[config.mk]
export PLATFORM = sky130hd
export DESIGN_NAME = dee_ctrl
export DESIGN_NICKNAME = d
export VERILOG_FILES = /design/src/common/dee_pkg.sv /design/src/verilog/dee_cell_array.sv /design/src/verilog/dee_ctrl.sv
export SDC_FILE = /design/constraint.sdc
export NUM_CORES = 1
export LEC_CHECK = 0
export BUFFER_PORTS_ARGS = -buffer_cell sky130_fd_sc_hd__buf_4
export CAP_MARGIN = 30
export CORE_ASPECT_RATIO = 1.1
export CORE_MARGIN = 2
export CORE_UTILIZATION = 40
export CTS_CLUSTER_DIAMETER = 50
export DETAILED_ROUTE_END_ITERATION = 8
export PLACE_DENSITY_LB_ADDON = 0.05
export RECOVER_POWER = 100
export SLEW_MARGIN = 15
export SYNTH_ARGS = -nofsm -noshare
export SYNTH_HDL_FRONTEND = slang
export SYNTH_SLANG_ARGS = --single-unit
[constraint.sdc]
create_clock -name core_clk -period 4.7 [get_ports core_clk]
set_input_delay 0.94 -clock core_clk [delete_from_list [all_inputs] [get_ports core_clk]]
set_output_delay 0.94 -clock core_clk [all_outputs]
set_load 0.1 [all_outputs]
[src/common/dee_pkg.sv]
// shared constants and carrier types for the data storage controller
package dee_pkg;
  // register offsets in the special function space
  localparam logic [7:0] DEE_OFS_DATA = 8'h08;
  localparam logic [7:0] DEE_OFS_ADDR = 8'h09;
  localparam logic [7:0] DEE_OFS_INTCTL = 8'h0b;
  localparam logic [7:0] DEE_OFS_CTRL = 8'h88;
  localparam logic [7:0] DEE_OFS_UNLOCK = 8'h89;
  // control register fields
  localparam int DEE_CTRL_RD_BIT = 0;
  localparam int DEE_CTRL_WR_BIT = 1;
  localparam int DEE_CTRL_WEN_BIT = 2;
  localparam int DEE_CTRL_ABORT_BIT = 3;
  localparam int DEE_CTRL_DONE_BIT = 4;
  localparam int DEE_CTRL_WIDTH = 5;
  // interrupt control fields
  localparam int DEE_INT_GIE_BIT = 7;
  localparam int DEE_INT_DONE_EN_BIT = 6;
  // reset values and erased cell value
  localparam logic [7:0] DEE_INTCTL_RST = 8'h00;
  localparam logic [7:0] DEE_DATA_RST = 8'h00;
  localparam logic [7:0] DEE_ADDR_RST = 8'h00;
  localparam logic [7:0] DEE_ERASED = 8'hff;
  // unlock values
  localparam logic [7:0] DEE_KEY_FIRST = 8'h55;
  localparam logic [7:0] DEE_KEY_SECOND = 8'haa;
  // geometry
  localparam int DEE_DEPTH = 64;
  localparam int DEE_AW = 6;
  localparam int DEE_DW = 8;
  // timing
  localparam int DEE_CLK_HZ = 125_000_000;
  localparam int DEE_WRITE_TIME_MS = 10;
  localparam int DEE_PWRUP_TIME_MS = 72;
  localparam int DEE_WRITE_CYCLES = DEE_CLK_HZ / 1000 * DEE_WRITE_TIME_MS;
  localparam int DEE_PWRUP_CYCLES = DEE_CLK_HZ / 1000 * DEE_PWRUP_TIME_MS;
  localparam int DEE_CNT_W = 24;

  typedef struct packed {
    logic rd;
    logic wr;
    logic [7:0] addr;
    logic [7:0] wdata;
  } dee_sfr_req_s;

  typedef struct packed {
    logic req;
    logic we;
    logic [DEE_AW-1:0] addr;
    logic [DEE_DW-1:0] wdata;
  } dee_prog_req_s;
endpackage

[src/verilog/dee_cell_array.sv]
// byte storage with timed erase-then-program write cycle
`timescale 1ns/10ps
module dee_cell_array #(
  parameter int DEPTH = dee_pkg::DEE_DEPTH,
  parameter int AW = dee_pkg::DEE_AW,
  parameter int DW = dee_pkg::DEE_DW,
  parameter int WRITE_CYCLES = dee_pkg::DEE_WRITE_CYCLES
) (
  // clock and reset
  input wire logic clk,
  input wire logic rst_n,
  // write cycle control
  input wire logic start,
  input wire logic abort,
  input wire logic [AW-1:0] wr_addr,
  input wire logic [DW-1:0] wr_data,
  output logic busy,
  output logic done,
  // read port
  input wire logic [AW-1:0] rd_addr,
  output logic [DW-1:0] rd_data
);
  typedef enum logic [1:0] {DEE_A_IDLE, DEE_A_ERASE, DEE_A_PROG} dee_aphase_e;
  localparam int HALF = (WRITE_CYCLES / 2 > 0) ? WRITE_CYCLES / 2 : 1;

  dee_aphase_e phase_q;
  logic [dee_pkg::DEE_CNT_W-1:0] cnt_q;
  logic [AW-1:0] addr_q;
  logic [DW-1:0] data_q;
  logic [DW-1:0] mem_q [DEPTH];
  logic tick;

  assign tick = (cnt_q == dee_pkg::DEE_CNT_W'(HALF - 1));
  assign busy = (phase_q != DEE_A_IDLE);
  assign rd_data = mem_q[rd_addr];

  always_ff @(posedge clk or negedge rst_n) begin
    if (!rst_n) begin
      phase_q <= DEE_A_IDLE;
      cnt_q <= '0;
      addr_q <= '0;
      data_q <= '0;
      done <= 1'b0;
    end else begin
      done <= 1'b0;
      if (abort) begin
        phase_q <= DEE_A_IDLE;
        cnt_q <= '0;
      end else begin
        unique case (phase_q)
          DEE_A_IDLE: begin
            if (start) begin
              phase_q <= DEE_A_ERASE;
              addr_q <= wr_addr;
              data_q <= wr_data;
              cnt_q <= '0;
            end
          end
          DEE_A_ERASE: begin
            cnt_q <= tick ? '0 : cnt_q + 1'b1;
            if (tick) phase_q <= DEE_A_PROG;
          end
          DEE_A_PROG: begin
            cnt_q <= tick ? '0 : cnt_q + 1'b1;
            if (tick) begin
              phase_q <= DEE_A_IDLE;
              done <= 1'b1;
            end
          end
        endcase
      end
    end
  end

  // contents are non-volatile: no reset on the cells
  always_ff @(posedge clk) begin
    if (phase_q == DEE_A_ERASE && tick) begin
      mem_q[addr_q] <= dee_pkg::DEE_ERASED;
    end else if (phase_q == DEE_A_PROG && tick && !abort) begin
      mem_q[addr_q] <= data_q;
    end
  end
endmodule // dee_cell_array

[src/verilog/dee_ctrl.sv]
// data storage controller reached through special function registers
`timescale 1ns/10ps
// Summary of operation
// - 64 bytes, each readable and writable, at locations 00h to 3Fh.
// - address register is 8 bits; upper two bits must be zero to hit storage.
// - each byte write erases the location first, then programs it.
// - internal timer sets the write time, about 10 ms; completion is flagged.
// - with code protection the core still reads and writes; programmer is blocked.
// - control register has five bits; upper three read zero.
// - read and write start bits are set by software, cleared only by hardware.
// - write enable latch cleared at power-up, never cleared by a finished write.
// - pin or watchdog reset during a core write sets abort flag; data and address kept.
// - end of write clears write start and sets done flag; software clears done.
// - unlock register has no storage and reads zero.
// - read loads the data register next cycle; held until another read or write.
// - write needs 55h then AAh to unlock register, then write start.
// - write start refused unless write enable latch is set.
// - clearing write enable during a write does not disturb it.
// - no write may start during the 72 ms power-up delay.
module dee_ctrl #(
  parameter int WRITE_CYCLES = dee_pkg::DEE_WRITE_CYCLES,
  parameter int PWRUP_CYCLES = dee_pkg::DEE_PWRUP_CYCLES
) (
  // clock and reset
  input wire logic core_clk,
  input wire logic resetn,
  // warm resets, held high for the reset
  input wire logic master_clear_pin_reset,
  input wire logic watchdog_timeout,
  // special function register port
  input wire dee_pkg::dee_sfr_req_s sfr_req,
  output logic [7:0] sfr_rdata,
  // external programming port
  input wire logic code_protect,
  input wire dee_pkg::dee_prog_req_s prog_req,
  output logic [7:0] prog_rdata,
  output logic prog_denied,
  // status
  output logic irq,
  output logic write_busy
);
  typedef enum logic [1:0] {DEE_UL_IDLE, DEE_UL_GOT_FIRST, DEE_UL_ARMED} dee_unlock_e;

  logic rst_meta_q;
  logic rst_n;
  logic [7:0] data_q;
  logic [7:0] addr_q;
  logic [7:0] intctl_q;
  logic rd_q;
  logic wr_q;
  logic wen_q;
  logic abort_q;
  logic done_q;
  dee_unlock_e unlock_q;
  logic [dee_pkg::DEE_CNT_W-1:0] pwrup_cnt_q;
  logic pwrup_done_q;
  logic core_owner_q;
  logic warm_rst;
  logic wr_ctrl;
  logic wr_unlock;
  logic core_start;
  logic prog_start;
  logic arr_start;
  logic arr_busy;
  logic arr_done;
  logic arr_abort;
  logic [dee_pkg::DEE_AW-1:0] arr_wr_addr;
  logic [7:0] arr_wr_data;
  logic [dee_pkg::DEE_AW-1:0] arr_rd_addr;
  logic [7:0] arr_rd_data;
  logic prog_ok;
  logic [7:0] ctrl_view;
  logic [7:0] rdata_d;
  logic key_ok;
  logic latch_ok;
  logic delay_ok;
  logic space_ok;
  logic core_done;

  // location inside the implemented space only when the two top bits are zero
  function automatic logic in_space(input logic [7:0] a);
    return a[7:6] == 2'b00;
  endfunction

  function automatic logic hit(input dee_pkg::dee_sfr_req_s r, input logic [7:0] ofs);
    return r.wr && (r.addr == ofs);
  endfunction

  // reset release through two flops
  always_ff @(posedge core_clk or negedge resetn) begin
    if (!resetn) begin
      rst_meta_q <= 1'b0;
      rst_n <= 1'b0;
    end else begin
      rst_meta_q <= 1'b1;
      rst_n <= rst_meta_q;
    end
  end

  assign warm_rst = master_clear_pin_reset | watchdog_timeout;
  assign wr_ctrl = hit(sfr_req, dee_pkg::DEE_OFS_CTRL);
  assign wr_unlock = hit(sfr_req, dee_pkg::DEE_OFS_UNLOCK);

  // guards kept apart so a refused start can be traced to its cause
  assign key_ok = (unlock_q == DEE_UL_ARMED);
  assign latch_ok = wen_q;
  assign delay_ok = pwrup_done_q;
  assign space_ok = in_space(addr_q);

  // the start condition needs key, latch, expired delay and an idle array
  assign core_start = !warm_rst && wr_ctrl && sfr_req.wdata[dee_pkg::DEE_CTRL_WR_BIT]
    && !wr_q && key_ok && latch_ok && delay_ok && space_ok && !arr_busy;

  // programmer yields to the core and is shut out by protection
  assign prog_ok = prog_req.req && !code_protect;
  assign prog_start = prog_ok && prog_req.we && !core_start && !arr_busy && pwrup_done_q;
  assign arr_start = core_start | prog_start;
  assign arr_wr_addr = core_start ? addr_q[dee_pkg::DEE_AW-1:0] : prog_req.addr;
  assign arr_wr_data = core_start ? data_q : prog_req.wdata;
  assign arr_rd_addr = rd_q ? addr_q[dee_pkg::DEE_AW-1:0] : prog_req.addr;
  // a warm reset only aborts a cycle the core owns; a programmer cycle runs on
  assign arr_abort = warm_rst && core_owner_q;
  // completion only counts for a write the core launched
  assign core_done = arr_done && core_owner_q;

  dee_cell_array #(
    .DEPTH(dee_pkg::DEE_DEPTH),
    .AW(dee_pkg::DEE_AW),
    .DW(dee_pkg::DEE_DW),
    .WRITE_CYCLES(WRITE_CYCLES)
  ) u_cells (
    .clk(core_clk),
    .rst_n(rst_n),
    .start(arr_start),
    .abort(arr_abort),
    .wr_addr(arr_wr_addr),
    .wr_data(arr_wr_data),
    .busy(arr_busy),
    .done(arr_done),
    .rd_addr(arr_rd_addr),
    .rd_data(arr_rd_data)
  );

  // power-up delay, counted once from reset release
  always_ff @(posedge core_clk or negedge rst_n) begin
    if (!rst_n) begin
      pwrup_cnt_q <= '0;
      pwrup_done_q <= 1'b0;
    end else if (!pwrup_done_q) begin
      pwrup_cnt_q <= pwrup_cnt_q + 1'b1;
      if (pwrup_cnt_q == dee_pkg::DEE_CNT_W'(PWRUP_CYCLES - 1)) begin
        pwrup_done_q <= 1'b1;
      end
    end
  end

  // unlock detector
  always_ff @(posedge core_clk or negedge rst_n) begin
    if (!rst_n) begin
      unlock_q <= DEE_UL_IDLE;
    end else if (warm_rst) begin
      unlock_q <= DEE_UL_IDLE;
    end else if (wr_unlock) begin
      if (sfr_req.wdata == dee_pkg::DEE_KEY_FIRST) begin
        unlock_q <= DEE_UL_GOT_FIRST;
      end else if (unlock_q == DEE_UL_GOT_FIRST
          && sfr_req.wdata == dee_pkg::DEE_KEY_SECOND) begin
        unlock_q <= DEE_UL_ARMED;
      end else begin
        unlock_q <= DEE_UL_IDLE;
      end
    end else if (sfr_req.wr || sfr_req.rd) begin
      unlock_q <= DEE_UL_IDLE;
    end
  end

  // data register: survives warm reset
  always_ff @(posedge core_clk or negedge rst_n) begin
    if (!rst_n) begin
      data_q <= dee_pkg::DEE_DATA_RST;
    end else if (rd_q) begin
      data_q <= in_space(addr_q) ? arr_rd_data : 8'h00;
    end else if (hit(sfr_req, dee_pkg::DEE_OFS_DATA)) begin
      data_q <= sfr_req.wdata;
    end
  end

  // address register: survives warm reset
  always_ff @(posedge core_clk or negedge rst_n) begin
    if (!rst_n) begin
      addr_q <= dee_pkg::DEE_ADDR_RST;
    end else if (hit(sfr_req, dee_pkg::DEE_OFS_ADDR)) begin
      addr_q <= sfr_req.wdata;
    end
  end

  // interrupt control, cleared by any reset
  always_ff @(posedge core_clk or negedge rst_n) begin
    if (!rst_n) begin
      intctl_q <= dee_pkg::DEE_INTCTL_RST;
    end else if (warm_rst) begin
      intctl_q <= dee_pkg::DEE_INTCTL_RST;
    end else if (hit(sfr_req, dee_pkg::DEE_OFS_INTCTL)) begin
      intctl_q <= sfr_req.wdata;
    end
  end

  // read start: set by software, dropped after one load cycle
  always_ff @(posedge core_clk or negedge rst_n) begin
    if (!rst_n) begin
      rd_q <= 1'b0;
    end else if (warm_rst) begin
      rd_q <= 1'b0;
    end else if (rd_q) begin
      rd_q <= 1'b0;
    end else if (wr_ctrl && sfr_req.wdata[dee_pkg::DEE_CTRL_RD_BIT]) begin
      rd_q <= 1'b1;
    end
  end

  // write start: only hardware clears it, at completion or reset
  always_ff @(posedge core_clk or negedge rst_n) begin
    if (!rst_n) begin
      wr_q <= 1'b0;
    end else if (warm_rst) begin
      wr_q <= 1'b0;
    end else if (core_start) begin
      wr_q <= 1'b1;
    end else if (core_done) begin
      wr_q <= 1'b0;
    end
  end

  // remembers who launched the running cycle, so done and abort reach the right side
  always_ff @(posedge core_clk or negedge rst_n) begin
    if (!rst_n) begin
      core_owner_q <= 1'b0;
    end else if (arr_start) begin
      core_owner_q <= core_start;
    end else if (!arr_busy || arr_abort) begin
      core_owner_q <= 1'b0;
    end
  end

  // write enable latch: set by software only, cleared by software or warm reset; the write cycle ignores later changes
  always_ff @(posedge core_clk or negedge rst_n) begin
    if (!rst_n) begin
      wen_q <= 1'b0;
    end else if (warm_rst) begin
      wen_q <= 1'b0;
    end else if (wr_ctrl) begin
      wen_q <= sfr_req.wdata[dee_pkg::DEE_CTRL_WEN_BIT];
    end
  end

  // abort flag: a warm reset hitting a core write sets it; set beats software clear
  always_ff @(posedge core_clk or negedge rst_n) begin
    if (!rst_n) begin
      abort_q <= 1'b0;
    end else if (arr_abort) begin
      abort_q <= 1'b1;
    end else if (wr_ctrl) begin
      abort_q <= sfr_req.wdata[dee_pkg::DEE_CTRL_ABORT_BIT];
    end
  end

  // done flag: completion wins over a software clear in the same cycle; a warm reset wins over completion
  always_ff @(posedge core_clk or negedge rst_n) begin
    if (!rst_n) begin
      done_q <= 1'b0;
    end else if (core_done && !warm_rst) begin
      done_q <= 1'b1;
    end else if (warm_rst) begin
      done_q <= 1'b0;
    end else if (wr_ctrl) begin
      done_q <= sfr_req.wdata[dee_pkg::DEE_CTRL_DONE_BIT];
    end
  end

  // control view built by field position; unimplemented bits stay zero
  always_comb begin
    ctrl_view = 8'h00;
    ctrl_view[dee_pkg::DEE_CTRL_RD_BIT] = rd_q;
    ctrl_view[dee_pkg::DEE_CTRL_WR_BIT] = wr_q;
    ctrl_view[dee_pkg::DEE_CTRL_WEN_BIT] = wen_q;
    ctrl_view[dee_pkg::DEE_CTRL_ABORT_BIT] = abort_q;
    ctrl_view[dee_pkg::DEE_CTRL_DONE_BIT] = done_q;
  end

  // read mux for the register port
  // unmapped offsets and the storage-less unlock port read as zero
  always_comb begin
    rdata_d = 8'h00;
    unique case (sfr_req.addr)
      dee_pkg::DEE_OFS_DATA: rdata_d = data_q;
      dee_pkg::DEE_OFS_ADDR: rdata_d = addr_q;
      dee_pkg::DEE_OFS_INTCTL: rdata_d = intctl_q;
      dee_pkg::DEE_OFS_CTRL: rdata_d = ctrl_view;
      dee_pkg::DEE_OFS_UNLOCK: rdata_d = 8'h00;
      default: rdata_d = 8'h00;
    endcase
  end

  // read data registered and held until the next read strobe
  always_ff @(posedge core_clk or negedge rst_n) begin
    if (!rst_n) begin
      sfr_rdata <= 8'h00;
    end else if (sfr_req.rd) begin
      sfr_rdata <= rdata_d;
    end
  end

  // programmer port: answered next cycle, zero while refused
  always_ff @(posedge core_clk or negedge rst_n) begin
    if (!rst_n) begin
      prog_rdata <= 8'h00;
      prog_denied <= 1'b0;
    end else begin
      prog_denied <= prog_req.req && (code_protect || (prog_req.we && !prog_start));
      if (prog_ok && !prog_req.we && !rd_q) begin
        prog_rdata <= arr_rd_data;
      end else if (prog_req.req) begin
        prog_rdata <= 8'h00;
      end
    end
  end

  // level interrupt from the latched flag and both enables
  always_ff @(posedge core_clk or negedge rst_n) begin
    if (!rst_n) begin
      irq <= 1'b0;
      write_busy <= 1'b0;
    end else begin
      irq <= done_q && intctl_q[dee_pkg::DEE_INT_DONE_EN_BIT]
        && intctl_q[dee_pkg::DEE_INT_GIE_BIT];
      write_busy <= arr_busy || arr_start;
    end
  end
endmodule // dee_ctrl
Yosys cells after proc, flatten, opt, wreduce, memory -nomap -nowiden:

Memory sizes are Yosys's and may differ from the RTL's.
Cells that the tools add are included.

* bits of input ports: 39
* output and inout bits: 19
* memories: 1
* word-level logic and storage cells: 158
* flip-flop bits (word level): 119
* memory bits (writable): 512

* reduce and logical (&&, ||, !) cells: 60
* add/subtract/negate cells: 2
* muxes and demuxes: 51
* bitwise gates (word level): 4
* eq/ne operators: 16

Memory list
* u_cells.mem_q: depth 64, width 8, read ports 1, clocked after memory_dff 0, write ports 1, RTL line dee_cell_array.sv:30 `logic [DW-1:0] mem_q [DEPTH];`

Operators with widths (number)
* $mux W24: 3
* $mux W8: 9
* $add A24 B1 Y24 const B: 2
* $pmux W24 S2: 1
* $logic_and A1 B1 Y1: 32
* $pmux W8 S4: 1
* $mux W1: 25
* $eq A24 B20 Y1 const B: 1
* $eq A24 B24 Y1 const B: 1
* $eq A8 B4 Y1 const B: 3
* $eq A8 B8 Y1 const B: 3
* $mux W2: 9
* $reduce_bool A2 Y1: 7
* $mux W6: 2
* $logic_not A1 Y1: 9
* $reduce_bool A3 Y1: 3
* $eq A8 B7 Y1 const B: 1
* $ne A3 B2 Y1 const B: 2
* $pmux W2 S3: 1
* $reduce_and A3 Y1: 2
* $eq A2 B1 Y1 const B: 2
* $eq A2 B2 Y1 const B: 2
* $logic_not A2 Y1: 2
* $logic_or A1 B1 Y1: 4
* other kinds (4): 6

Logic depth before layout (Yosys ltp):

* word-level depth: 18
* gate-level depth with buffers: 11
* gate-level depth less buffers: 9

Cells and area by module:

A second synthesis with hierarchy kept.

* cell total of the unflattened synthesis: 1476
* area, all modules: 26021.2 µm²

By module, submodules not included
* dee_cell_array: cells an instance 1120, instances 1, sequential area each 16400.7 µm², area an instance 22105.0 µm²
* dee_ctrl: cells an instance 356, instances 1, sequential area each 1951.9 µm², area an instance 3916.3 µm²

Worst setup path after synthesis:

Ideal clock, no wire load.

* path type: reg-to-reg
* start: register u_cells.cnt_q[18] (netlist bit)
* end: memory u_cells.mem_q[0][0] (netlist bit), data pin
* arrival time: 2.518 ns
* path buffers: 0
* library setup time: 0.520 ns
* required time: 4.180 ns
* slack: 1.662 ns
* period minus slack after synthesis: 3.038 ns
* stages on the path, launching flop included: 6
* cell sequence: dfrtp_1 -> or4b_1 -> nor4_1 -> nand4_1 -> nor3_2 -> nand2b_1

* cells in the longest elaborated chain, start to end: 7
* elaborated cells on any way between the ends: 8
* classes of those cells: eq/ne (1); mux (4); reduce/logical (3)

RTL lines
* from (decl): RTL line dee_cell_array.sv:27 `logic [dee_pkg::DEE_CNT_W-1:0] cnt_q;`
* from (signal assigned): RTL line dee_cell_array.sv:60 `cnt_q <= tick ? '0 : cnt_q + 1'b1;`
* from (signal assigned): RTL line dee_cell_array.sv:64 `cnt_q <= tick ? '0 : cnt_q + 1'b1;`
* $eq A24 B20 Y1 *: RTL line dee_cell_array.sv:33 `assign tick = (cnt_q == dee_pkg::DEE_CNT_W'(HALF - 1));`
* $logic_and A1 B1 Y1 (2 in a row): RTL line dee_cell_array.sv:79 `end else if (phase_q == DEE_A_PROG && tick && !abort) begin`
* $mux W1: RTL line dee_cell_array.sv:79
* $mux W1 *: RTL line dee_cell_array.sv:77 `if (phase_q == DEE_A_ERASE && tick) begin`
* $mux W1 (not written as such) *: RTL line dee_cell_array.sv:80 `mem_q[addr_q] <= data_q;`
* $mux W8 (no source line) *
* to (decl): RTL line dee_cell_array.sv:30

Mark *: on every way between the ends. The rest lies on a longest branch, timed or not.

Final worst setup path:

* start: register u_cells.cnt_q[18] (netlist bit)
* end: memory u_cells.mem_q[39][2] (netlist bit), enable pin

* cells in the longest elaborated chain, start to end: 7
* elaborated cells on any way between the ends: 10
* classes of those cells: eq/ne (1); mux (5); bitwise (1); reduce/logical (3)

RTL lines (RTL line)
* $eq A24 B20 Y1 *: dee_cell_array.sv:33
* $logic_and A1 B1 Y1 (2 in a row): dee_cell_array.sv:79
* $mux W1: dee_cell_array.sv:79
* $mux W1: dee_cell_array.sv:77
* $mux W1 (not written as such): dee_cell_array.sv:80
* $or A1 B1 Y1 (no source line) *

Marks and branches as above.

==> metrics.yaml <==
run_status:
  status: "finished, violations left"
  violations: "max-capacitance violations, max-slew violations"
cts:
  cts_tree: "yes"
  post-cts-setup-buffer-count: 0
  cts.clk_slew.worst_paths_ns: 0.06
  ctsHoldBuffers: 0
  cts_max_path_buffers: 3
  cts_root_buf: "clkbuf_16"
  clock_latency_ns: 0.62
  numCtsBuffers: 75
  cts_resized: 0
  cts.sinks: 631
  htree_levels: 3
synthesis:
  syn_avg_cell_area_sq_um: 15.44
  async_flop_share_pct: 18.86
  syn_inst: 1654
  ys_ff_latch: 631
  yosys_warnings: 0
  yosysUniqueCellTypes: 67
  syn_nets: 1699
  syn_area_sq_um: 25550
  synth_edf_count: 512
  synth-seq-area-share_pct: 71.84
  ys.flop_type: "edfxtp_1"
critical_path:
  cp_max_fo: 8
  cp-start-kind: "flip-flop"
  arrival_ns: 4.27
  endpoint_kind: "flip-flop"
  cp.required_ns: 4.93
  worst-setup-path-type: "flip-flop to flip-flop"
layout:
  area_delta_synth_final_pct: 16.83
  largest_reg_flops: 512
  area.sequential_sq_um: 18350
  stdcell_area_sq_um: 29850
  multiInputGateArea_sq_um: 6765
  nets: 1872
  mostFrequentLayoutCells: "edfxtp_1, mux2i_1, o22ai_1, dfrtp_1, nor2_1"
  reg_top3: "u_cells.mem_q x512, pwrup_cnt_q x24, u_cells.cnt_q x24"
  regMostFlops: "u_cells.mem_q"
  fillers: 5597
  drive_gt1_share_pct: 13.31
  num_antenna_cells: 0
  final_common_cell: "edfxtp_1"
pwr:
  switching_share_pct: 22.72
  clockPowerShare_pct: 46.5
  leakage_nw: 11.70
  p_int_w: 0.009640
  finalPower_w: 0.01247
  pwr-share-comb_pct: 5.1
  power.switching_w: 0.002834
  cellPowerDensity_nw_per_um2: 417.9
  ir_drop_mv: 0.3140
  power_frac_seq_pct: 48.5
sta:
  setup_ws_ns: 0.6619
  setup_violations: 0
  final.setup_skew_ns: 0.03486
  whs_ns: 0.1001
  fin_crit_sh_pct: 85.92
  hold_violations: 0
  fin_crit_ns: 4.038
  slew_headroom_pct: -13.76
  rsz0062_at_grt: "no"
  timing.setup.tns_ns: 0
  slew_viol_final: 43
  fmax_mhz: 247.6
  tightestPinTransition_ns: 1.706
global_route:
  grt_max_degree: 65
  grtUsageMet2_pct: 34.15
  grt-ovfl-total: 0
  grt_pass1_wl_microns: 101100
  grt_use_met1_pct: 28.92
  grt_usage_pct: 20.89
  use_met3_pct: 3.215
  first_global_vias: 15029
  top_usage_layer: "met2"
  antenna_found_initial: 2
routing:
  drtAntennaViolNets: 0
  routed_wl_microns: 67880
  dr.pass1.iters: 7
  wl_per_cell_microns: 24.89
  drc: 0
  vias: 14946
  vias_per_cell: 5.481
  initialDrtViolationCount: 1035
die:
  rows: 97
  start_util_pct: 40.25
  fp.dieArea_sq_um: 65910
  core_area_sq_um: 63470
  dieHeight_microns: 269.1
  ioPinCount: 58
  die_x_microns: 245.0
place:
  hpwl_microns: 43720
  place.gp.congestion: 0.8087
  dpl-instance-area_sq_um: 27690
  port_buffers: 57
  dp_slack_ns: 0.6832
min_path:
  worstHoldPathType: "primary input to async pin"
job:
  drv_cap: 1
[cell usage after synthesis (8+ instances only)]
master | number | area share (%)
a21oi_1 | 29 | 0.57
o22ai_1 | 119 | 2.9
a31oi_1 | 15 | 0.37
o31ai_1 | 9 | 0.26
o21ai_0 | 8 | 0.16
nand2b_1 | 18 | 0.44
xor2_1 | 11 | 0.38
nand2_1 | 97 | 1.4
and4_1 | 10 | 0.34
edfxtp_1 | 512 | 60
buf_2 | 33 | 0.65
nand4_1 | 8 | 0.20
inv_1 | 20 | 0.29
mux2_2 | 9 | 0.40
nor2_1 | 113 | 1.7
clkbuf_1 | 27 | 0.40
and3_1 | 9 | 0.22
nor3b_1 | 9 | 0.26
xnor2_1 | 23 | 0.79
dfrtp_1 | 119 | 12
o21ai_1 | 22 | 0.43
nand3_1 | 39 | 0.76
mux4_2 | 16 | 1.4
buf_1 | 10 | 0.15
mux2i_1 | 230 | 9.0
o41ai_1 | 29 | 0.99
[power by group through the flow]
stage | clock network (W) | registers, W | logic [W]
after detailed placement | 0 | 0.00616 | 0.000650
final | 0.00580 | 0.00605 | 0.000630
after CTS | 0.00593 | 0.00605 | 0.000651
after global placement | 0 | 0.00616 | 0.000634
after floorplan | 0 | 0.00621 | 0.000381
after global routing | 0.00614 | 0.00605 | 0.000687
[critical path: stages, from the launching register on]
cell and delay (ns):
dfrtp_1 0.41, or4b_1 0.52, nor4_1 0.27, nand4_1 0.43, nor3b_1 0.55, nand3_1 0.64
nor2_1 0.36, clkbuf_1 0.45
[cell type report]
cell class	count	share of cell area, %
sequential	631	61.49
multi-input combinational	927	22.67
clock buffer	86	6.636
timing repair buffer	170	3.710
tap	841	3.526
clock inverter	50	1.694
inverter	22	0.2767
[cells by family after synthesis]
kind of cell             synth area share, %
flip-flops                             71.84
buffers and inverters                  1.660
other                                0.01468
AO/OA/AOI/OAI                          7.082
XOR/XNOR                               1.166
AND/OR/NAND/NOR                        7.063
adder cells (fa/ha/maj)               0.2939
multiplexers                           10.88
[metal layers]
layer,part of all wire (%),up-vias
met5,0,-
li1,-,6823
met2,48,376
met4,2.3,0
met1,45,7656
met3,4.9,91
[path summary, 6_finish.rpt]
check | cells after the start | slack (ns) | endpoint | from
worst min register to register | 0 | 0.35 | rst_n$_DFF_PN0_ | rst_meta_q$_DFF_PN0_
worst max-delay path | 7 | 0.66 | u_cells.mem_q[39][2]$_DFFE_PP_ | u_cells.cnt_q[18]$_DFFE_PN0P_
min in group core_clk | 0 | 0.35 | rst_n$_DFF_PN0_ | rst_meta_q$_DFF_PN0_
worst min-delay path | 1 | 0.10 | rst_meta_q$_DFF_PN0_ | resetn
max in group asynchronous | 1 | 1.85 | u_cells.data_q[6]$_DFFE_PN0P_ | rst_n$_DFF_PN0_
worst max register to register | 7 | 0.66 | u_cells.mem_q[39][2]$_DFFE_PP_ | u_cells.cnt_q[18]$_DFFE_PN0P_
[metrics by stage]
step           cells  util [%]
2_1_floorplan   1654         -
3_3_place_gp    2587     43.56
3_5_place_dp    2590     43.63
4_1_cts         2726     47.54
5_1_grt         2727     47.02
6_report        2727     47.02
Power figures use the tool's default switching activity.
